$ cat src/crs_map.vh
// register offsets, reset values and field layout of the channel statistics bank
`ifndef CRS_MAP_VH
`define CRS_MAP_VH

`define CRS_ADDR_W             8
`define CRS_DATA_W             8
`define CRS_RESULT_W           16
`define CRS_CHAN_W             3

`define CRS_LOWEST_IN5_LO      8'h8a
`define CRS_LOWEST_IN5_HI      8'h8b
`define CRS_LOWEST_IN6_LO      8'h8c
`define CRS_LOWEST_IN6_HI      8'h8d
`define CRS_LOWEST_IN7_LO      8'h8e
`define CRS_LOWEST_IN7_HI      8'h8f
`define CRS_LOWEST_BASE        8'h8a
`define CRS_LATEST_IN0_LO      8'ha0
`define CRS_LATEST_IN0_HI      8'ha1

`define CRS_LOWEST_FIRST_CHAN  3'h5
`define CRS_LOWEST_CHAN_COUNT  3

`define CRS_LOWEST_RESET       8'hff
`define CRS_LATEST_RESET       8'h00
`define CRS_UNMAPPED_DATA      8'h00

`define CRS_LO_BYTE_MSB        7
`define CRS_LO_BYTE_LSB        0
`define CRS_HI_BYTE_MSB        15
`define CRS_HI_BYTE_LSB        8

`endif

$ cat src/crs_min_tracker.v
// one channel's lowest-code tracker, a low and a high byte that reload on read
`timescale 1ns/1ps
`include "crs_map.vh"

module crs_min_tracker #(
  parameter RESULT_W = `CRS_RESULT_W
) (
  input  wire                clock,
  input  wire                resetn,
  input  wire                update,
  input  wire [RESULT_W-1:0] code,
  input  wire                read_lo,
  input  wire                read_hi,
  output reg  [RESULT_W-1:0] lowest_q
);

  localparam HALF_W = RESULT_W / 2;

  reg [HALF_W-1:0]   base_lo;
  reg [HALF_W-1:0]   base_hi;
  reg [RESULT_W-1:0] lowest_d;

  always @* begin
    // a read restarts the byte from all ones before the new code is compared
    base_lo = read_lo ? {HALF_W{1'b1}} : lowest_q[HALF_W-1:0];
    base_hi = read_hi ? {HALF_W{1'b1}} : lowest_q[RESULT_W-1:HALF_W];
    lowest_d = {base_hi, base_lo};
    // a conversion in the same cycle as the read still counts
    if (update && (code < {base_hi, base_lo})) begin
      lowest_d = code;
    end
  end

  always @(posedge clock or negedge resetn) begin
    if (!resetn) begin
      lowest_q <= {RESULT_W{1'b1}};
    end else begin
      lowest_q <= lowest_d;
    end
  end

endmodule

$ cat src/crs_stat_regs.v
// channel result statistics bank: lowest-code trackers and latest result readback
//
// Summary of operation
// - each lowest-code pair holds the smallest code seen since it was last read.
// - reading a lowest-code byte reloads that byte with all ones.
// - lowest-code bytes for inputs 5 to 7 sit from 0x8a, low first, reset ones.
// - latest low byte shows the bottom eight bits of the newest result.
// - latest high byte shows the top eight bits of the newest result word.
// - input 0 latest bytes sit at 0xa0 and 0xa1 and reset to zero.
`timescale 1ns/1ps
`include "crs_map.vh"
//
// register map, all bytes read only:
//   0x8a  lowest code of input 5, low byte    reset 0xff, reloads on read
//   0x8b  lowest code of input 5, high byte   reset 0xff, reloads on read
//   0x8c  lowest code of input 6, low byte    reset 0xff, reloads on read
//   0x8d  lowest code of input 6, high byte   reset 0xff, reloads on read
//   0x8e  lowest code of input 7, low byte    reset 0xff, reloads on read
//   0x8f  lowest code of input 7, high byte   reset 0xff, reloads on read
//   0xa0  latest result of input 0, low byte  reset 0x00
//   0xa1  latest result of input 0, high byte reset 0x00
//   any other address reads 0x00 and has no side effect
//
// each lowest pair is one 16-bit word compared as a whole; each byte of the
// pair reloads only when that byte itself is read, so reading the low byte
// alone restarts tracking from the high byte with a low byte of all ones.
// the latest bytes show the code as delivered, high byte msb-aligned.
//
// read timing: a request taken on one edge answers on that same edge with
// valid high for one cycle; the data byte then holds until the next read.
// a conversion taken on an edge is visible to a read taken on the next edge.
// a read and a lower conversion of the same input in one cycle: the code wins.
// back-to-back reads and conversions on every cycle are both allowed.
// inputs 1 to 4 are not tracked; their conversions are ignored here.

module crs_stat_regs #(
  parameter RESULT_W   = `CRS_RESULT_W,
  parameter CHAN_W     = `CRS_CHAN_W,
  parameter ADDR_W     = `CRS_ADDR_W,
  parameter DATA_W     = `CRS_DATA_W,
  parameter NUM_LOWEST = `CRS_LOWEST_CHAN_COUNT
) (
  // clock and reset
  input  wire                clock,
  input  wire                resetn,

  // completed conversions from the converter
  input  wire                conv_valid,
  input  wire [CHAN_W-1:0]   conv_channel,
  input  wire [RESULT_W-1:0] conv_code,

  // host read port
  input  wire                reg_rd_en,
  input  wire [ADDR_W-1:0]   reg_rd_addr,
  output reg                 reg_rd_valid_q,
  output reg  [DATA_W-1:0]   reg_rd_data_q
);

  localparam [CHAN_W-1:0] LATEST_CHAN = {CHAN_W{1'b0}};
  localparam [CHAN_W-1:0] FIRST_LOW   = `CRS_LOWEST_FIRST_CHAN;
  localparam [ADDR_W-1:0] LOW_BASE    = `CRS_LOWEST_BASE;
  localparam [ADDR_W-1:0] LATEST_LO   = `CRS_LATEST_IN0_LO;
  localparam [ADDR_W-1:0] LATEST_HI   = `CRS_LATEST_IN0_HI;
  localparam [DATA_W-1:0] UNMAPPED    = `CRS_UNMAPPED_DATA;

  // latest result for input 0
  reg  [RESULT_W-1:0]        latest_q;
  reg  [RESULT_W-1:0]        latest_d;

  // per-channel tracker wiring
  wire [NUM_LOWEST*RESULT_W-1:0] lowest_flat;
  wire [NUM_LOWEST-1:0]          rd_lo_hit;
  wire [NUM_LOWEST-1:0]          rd_hi_hit;
  wire [NUM_LOWEST-1:0]          chan_update;

  // read mux
  reg  [DATA_W-1:0]          rd_data_d;
  reg                        rd_valid_d;
  integer                    k;

  // address decode of the read request
  wire                       hit_latest_lo;
  wire                       hit_latest_hi;
  wire                       hit_any_lowest;
  wire                       hit_mapped;

  // byte views of the newest input 0 result
  wire [DATA_W-1:0]          latest_lo_byte;
  wire [DATA_W-1:0]          latest_hi_byte;

  // per-channel candidates, zero unless that channel's byte is addressed
  wire [NUM_LOWEST*DATA_W-1:0] chan_rd_data;
  reg  [DATA_W-1:0]          lowest_rd_byte;

  // input 0 conversions overwrite the latest word, all other inputs leave it
  always @* begin
    latest_d = latest_q;
    if (conv_valid && (conv_channel == LATEST_CHAN)) begin
      latest_d = conv_code;
    end
  end

  // reset clears the latest word so both bytes read zero
  always @(posedge clock or negedge resetn) begin
    if (!resetn) begin
      latest_q <= {RESULT_W{1'b0}};
    end else begin
      latest_q <= latest_d;
    end
  end

  // bottom and top byte of the newest input 0 result word
  assign latest_lo_byte = latest_q[`CRS_LO_BYTE_MSB:`CRS_LO_BYTE_LSB];
  assign latest_hi_byte = latest_q[`CRS_HI_BYTE_MSB:`CRS_HI_BYTE_LSB];

  // the two latest bytes sit at fixed addresses next to each other
  assign hit_latest_lo  = reg_rd_en && (reg_rd_addr == LATEST_LO);
  assign hit_latest_hi  = reg_rd_en && (reg_rd_addr == LATEST_HI);

  // any tracker byte addressed; each tracker sees only its own two hits
  assign hit_any_lowest = (|rd_lo_hit) || (|rd_hi_hit);

  // a miss returns the unmapped value and must not reload any tracker
  assign hit_mapped     = hit_latest_lo || hit_latest_hi || hit_any_lowest;

  // one tracker per input 5 to 7, at consecutive byte pairs from the base address
  // addresses and channel numbers follow the generate index
  genvar g;
  generate
    for (g = 0; g < NUM_LOWEST; g = g + 1) begin : g_lowest
      // sums are formed at full width, then cut to the address and channel widths
      localparam [31:0]       LO_SUM  = LOW_BASE + 2 * g;
      localparam [31:0]       HI_SUM  = LOW_BASE + 2 * g + 1;
      localparam [31:0]       CH_SUM  = FIRST_LOW + g;
      localparam [ADDR_W-1:0] LO_ADDR = LO_SUM[ADDR_W-1:0];
      localparam [ADDR_W-1:0] HI_ADDR = HI_SUM[ADDR_W-1:0];
      localparam [CHAN_W-1:0] CHAN    = CH_SUM[CHAN_W-1:0];

      // byte views of this tracker's word
      wire [RESULT_W-1:0] lowest_word;
      wire [DATA_W-1:0]   lo_byte;
      wire [DATA_W-1:0]   hi_byte;

      // low byte at the even address, high byte at the odd one
      assign rd_lo_hit[g]   = reg_rd_en && (reg_rd_addr == LO_ADDR);
      assign rd_hi_hit[g]   = reg_rd_en && (reg_rd_addr == HI_ADDR);

      // only conversions of this tracker's own input are compared
      assign chan_update[g] = conv_valid && (conv_channel == CHAN);

      // a read and a conversion of the same input may meet in one cycle
      crs_min_tracker #(
        .RESULT_W (RESULT_W)
      ) u_tracker (
        .clock    (clock),
        .resetn   (resetn),
        .update   (chan_update[g]),
        .code     (conv_code),
        .read_lo  (rd_lo_hit[g]),
        .read_hi  (rd_hi_hit[g]),
        .lowest_q (lowest_flat[g*RESULT_W +: RESULT_W])
      );

      // the stored word is read before the reload of this same read lands
      assign lowest_word = lowest_flat[g*RESULT_W +: RESULT_W];
      assign lo_byte     = lowest_word[DATA_W-1:0];
      assign hi_byte     = lowest_word[RESULT_W-1:RESULT_W-DATA_W];

      // low and high hits never meet, so the two bytes can be or-ed
      assign chan_rd_data[g*DATA_W +: DATA_W] =
        ({DATA_W{rd_lo_hit[g]}} & lo_byte) | ({DATA_W{rd_hi_hit[g]}} & hi_byte);
    end
  endgenerate

  // or of the channel candidates; only the addressed one is non-zero
  // a one-hot hit makes the or equal to a plain select
  always @* begin
    lowest_rd_byte = {DATA_W{1'b0}};
    for (k = 0; k < NUM_LOWEST; k = k + 1) begin
      lowest_rd_byte = lowest_rd_byte | chan_rd_data[k*DATA_W +: DATA_W];
    end
  end

  // read mux; idle cycles keep the last byte so the host may sample late
  // the value returned is the one held before any reload of this read
  always @* begin
    rd_valid_d = reg_rd_en;
    rd_data_d  = reg_rd_data_q;
    if (reg_rd_en) begin
      if (!hit_mapped) begin
        rd_data_d = UNMAPPED;
      end else if (hit_latest_lo) begin
        rd_data_d = latest_lo_byte;
      end else if (hit_latest_hi) begin
        rd_data_d = latest_hi_byte;
      end else begin
        rd_data_d = lowest_rd_byte;
      end
    end
  end

  // valid marks the one cycle after a request was taken
  always @(posedge clock or negedge resetn) begin
    if (!resetn) begin
      reg_rd_valid_q <= 1'b0;
    end else begin
      reg_rd_valid_q <= rd_valid_d;
    end
  end

  // the data byte reads zero out of reset, like an unmapped address
  always @(posedge clock or negedge resetn) begin
    if (!resetn) begin
      reg_rd_data_q <= {DATA_W{1'b0}};
    end else begin
      reg_rd_data_q <= rd_data_d;
    end
  end

endmodule

$ cat config.mk
export PLATFORM = sky130hd
export DESIGN_NAME = crs_stat_regs
export DESIGN_NICKNAME = d
export VERILOG_FILES = /design/src/crs_min_tracker.v /design/src/crs_stat_regs.v
export VERILOG_INCLUDE_DIRS = /design/src
export SDC_FILE = /design/constraint.sdc
export NUM_CORES = 1
export LEC_CHECK = 0
export BUFFER_PORTS_ARGS = -buffer_cell sky130_fd_sc_hd__buf_2
export CAP_MARGIN = 40
export CORE_AREA = 2 2 100 102
export CTS_BUF_LIST = sky130_fd_sc_hd__clkbuf_8
export CTS_CLUSTER_DIAMETER = 50
export DETAILED_ROUTE_END_ITERATION = 10
export DIE_AREA = 0 0 102 104
export HOLD_SLACK_MARGIN = 0.1
export PLACE_DENSITY = 0.68
export SLEW_MARGIN = 15
export SYNTH_ARGS = -nofsm -noshare
export SYNTH_HDL_FRONTEND = slang
export SYNTH_SLANG_ARGS = --single-unit
$ cat constraint.sdc
create_clock -name clock -period 2.75 [get_ports clock]
set_input_delay 0.275 -clock clock [delete_from_list [all_inputs] [get_ports clock]]
set_output_delay 0.275 -clock clock [all_outputs]
set_load 0.02 [all_outputs]
==> key figures <==
Outcome
  • Outcome: completed

STA
  • Max-slew violations: 0
  • Unrepaired setup endpoints after global routing: yes
  • Final setup violation count: 0
  • Minimum setup slack in the final design: 0.08818 ns
  • Slew margin rel.: 0.4973
  • Count of endpoints failing hold in the final timing report: 0
  • Slew at the pin closest to its max-slew limit: 0.7541 ns
  • Timing-limited maximum frequency: 0.3757 GHz
  • Sum Neg Setup Slack: 0 ns
  • Fin crit share: 0.9679
  • Worst clock skew: 0.01337 ns
  • Worst slack on hold paths: 0.2095 ns
  • Post-layout min period: 2.662 ns

Route
  • DRC viols: 0
  • Number of nets with antenna violations after detailed routing: 0
  • Number of iterations in the first detailed-routing pass: 8
  • DR vias/cell: 5.753
  • Wire length after detailed routing: 13.32 mm
  • Average detailed-routed wire length per instance: 19.83 um
  • Vias post-DR: 3866
  • Initial DRC Count: 234

Clocking
  • # clock sinks: 73
  • Clock-pin slew on the worst setup and hold paths: 0.08 ns
  • Cell chosen for the clock root: sky130_fd_sc_hd__clkbuf_8
  • Number of buffers on the longest clock path: 2
  • Clock latency on the worst-skew pair: 0.37 ns
  • Clock buffer count from CTS: 9
  • TritonCTS clock tree: done
  • Maximum level of the CTS H-tree: 3

Floorplanning
  • Floorplan die width: 102 um
  • Die span in y: 104 um
  • Site Rows: 36
  • Core Region: 9549 um2
  • Effective utilization at floorplan: 0.4890
  • Number of top-level design ports: 40
  • Total die area: 10610 um2

Logic synthesis
  • Seq/Total Area, Yosys: 0.4041
  • Async set-reset flop share out of synthesis: 1.000
  • Net Count, Synth: 508
  • Count of synthesis-stage warnings from yosys: 0
  • Count of flip-flops with a built-in enable after synthesis: 0
  • Yosys reg bits: 73
  • Most used DFF post-synth: sky130_fd_sc_hd__dfstp_2
  • Syn avg cell area: 10.81 um2
  • Post-synthesis cell type count: 55
  • Post-synthesis instance total: 432
  • Post-synthesis cell area: 4669 um2

Global routing
  • Tot GR Track Use: 0.2650
  • Global-route wire length before repair: 21.21 mm
  • Largest net degree at the start of global routing: 43
  • Number of global-route vias before repair: 3998
  • Initial antenna violation count: 0
  • GRT overflow: 0

Critical path
  • Library cell appearing most often on the critical path: sky130_fd_sc_hd__buf_4
  • Critical Setup Path Class: input pin to flip-flop
  • Endpoint arrival time on the critical path: 2.95 ns
  • Count of buffering cells on the critical path with inverters included: 5
  • Crit path largest cell delay: 0.33 ns
  • Worst path cell trace: buf_2 > and4bb_4 > buf_4 > nor4bb_2 > buf_4 > nor2_1 > ha_1 > a21boi_0 > o211ai_1 > o21ai_1 > buf_4 > a211o_1 > buf_12 > mux2i_1
  • Endpoint type of the worst setup path: flip-flop
  • Startpoint type of the worst setup path: input pin
  • Critical Path Slowest Stage Cell: sky130_fd_sc_hd__and4bb_4
  • Kind of cell adding the most delay to the critical path: buffers and inverters
  • Max FO, Critical Path: 16
  • Required time at the endpoint of the critical path: 3.04 ns

Run
  • Max cap viols: 0

Pwr
  • Power after layout: 5.305 mW
  • LEAKAGE: 2.782 nW
  • Max VDD drop: 0.0004183 V
  • Power Dens Cells: 898.5 nW/um2

Place
  • DP Wirelength: 10.23 mm
  • Pre-CTS setup slack: -0.2624 ns
  • Number of buffers inserted by port buffering: 39
  • RD Place Congestion: 0.9376

Final layout
  • N_diodes: 0
  • Number of nets at the end of the flow: 610
  • Fraction of the core area covered by cells at the end of the flow: 0.6183
  • Layout cells sized above 1: 0.4007
  • Most common library cell in the layout ignoring fill and taps: sky130_fd_sc_hd__buf_4
  • Synthesis-to-finish area growth: 26.45%
  • Top library cells by usage in the layout, fill and taps aside: sky130_fd_sc_hd__buf_4 (56), sky130_fd_sc_hd__mux2i_1 (55), sky130_fd_sc_hd__nor2_1 (53)

Worst hold path
  • Worst hold path class: input pin to flip-flop
[cell type report]
cell class                 instances  area (um2)
timing repair buffer             105       788.3
sequential                        73        1887
tap                              133       166.4
fill                             794        3645
clock buffer                      11       151.4
multi-input combinational        318        2685
inverter                          27       101.3
clock inverter                     5       125.1
[metal layers]
layer,part of all wire,vias up,GRT usage
met4,0.025,0,0.09714
li1,-,1797,-
met2,0.47,123,0.4055
met1,0.44,1922,0.3610
met5,0,-,0
met3,0.063,24,0.06788
[state kept, by name, summed over array words and instances (netlist names)]
signal                       cells
g_lowest.u_tracker.lowest_q     48
reg_rd_valid_q                   1
reg_rd_data_q                    8
latest_q                        16
[power breakdown]
| part | switching, mW | internal, mW |
|---|---|---|
| combinational | 1.05 | 1.07 |
| sequential | 0.284 | 1.74 |
| clock | 0.429 | 0.743 |
[synth_stat cells, drive strengths merged (2+ instances only)]
library cell | instances | share of area
nor2b | 2 | 0.0027
a21boi | 3 | 0.0048
nand3 | 9 | 0.0096
or2 | 2 | 0.0027
nand4b | 3 | 0.0070
dfrtp | 25 | 0.13
a31o | 2 | 0.0038
inv | 27 | 0.022
mux2i | 56 | 0.12
or3 | 2 | 0.0027
a221o | 2 | 0.0043
ha | 45 | 0.12
clkbuf | 5 | 0.0040
a2111oi | 2 | 0.0091
o31ai | 3 | 0.0078
a21oi | 21 | 0.023
o22ai | 6 | 0.0080
o221ai | 4 | 0.0075
o21ai | 14 | 0.015
nor2 | 58 | 0.047
nor3b | 3 | 0.0048
buf | 9 | 0.012
nor3 | 4 | 0.0043
dfstp | 48 | 0.27
a31oi | 2 | 0.0040
a211oi | 7 | 0.011
nor4b | 2 | 0.0064
mux2 | 21 | 0.051
nand4 | 10 | 0.013
mux4 | 6 | 0.029
nand2 | 14 | 0.011
[kinds of logic after synthesis]
family | Yosys count | synth area share
buffers and inverters | 41 | 0.03751
adder cells (fa/ha/maj) | 45 | 0.1206
AO/OA/AOI/OAI | 73 | 0.1107
AND/OR/NAND/NOR | 117 | 0.1275
flip-flops | 73 | 0.4041
multiplexers | 83 | 0.1996
[worst register-to-register path: stages (launching register included)]
cell	delay, ns
sky130_fd_sc_hd__dfstp_2	0.55
sky130_fd_sc_hd__nor2_1	0.06
sky130_fd_sc_hd__ha_1	0.33
sky130_fd_sc_hd__a21oi_1	0.17
sky130_fd_sc_hd__nand2_1	0.08
sky130_fd_sc_hd__a2111oi_2	0.35
sky130_fd_sc_hd__buf_4	0.17
sky130_fd_sc_hd__o31ai_4	0.12
sky130_fd_sc_hd__buf_12	0.18
sky130_fd_sc_hd__mux2i_1	0.18
[worst paths after layout]
| kind | start | end | slack, ns | depth (start not counted) |
|---|---|---|---|---|
| setup / recovery | reg_rd_addr[4] | g_lowest[1].u_tracker.lowest_q[0] | 0.09 | 14 |
| hold / removal | reg_rd_en | reg_rd_valid_q | 0.21 | 2 |
| setup reg to reg | g_lowest[0].u_tracker.lowest_q[14] | g_lowest[0].u_tracker.lowest_q[15] | 0.48 | 9 |
| hold reg to reg | latest_q[13] | latest_q[13] | 0.51 | 1 |
| max in group asynchronous | resetn | g_lowest[0].u_tracker.lowest_q[8] | 1.48 | 3 |
| min in group asynchronous | resetn | latest_q[13] | 0.52 | 2 |
[through the flow]
stage / instance area (um2) / std cells
after floorplan: 4731 / 432
after global placement: 5575 / 653
after detailed placement: 5575 / 653
after CTS: 5862 / 670
after global routing: 5904 / 672
final: 5904 / 672
[timing repair]
action                     in CTS  in global routing
setup buffers                   0                  2
resized for setup               0                  6
hold endpoints to repair        7                  0
hold buffers                    1                  0
setup endpoints to repair       0                 29
Note: power is estimated with default switching activity, not from simulation.
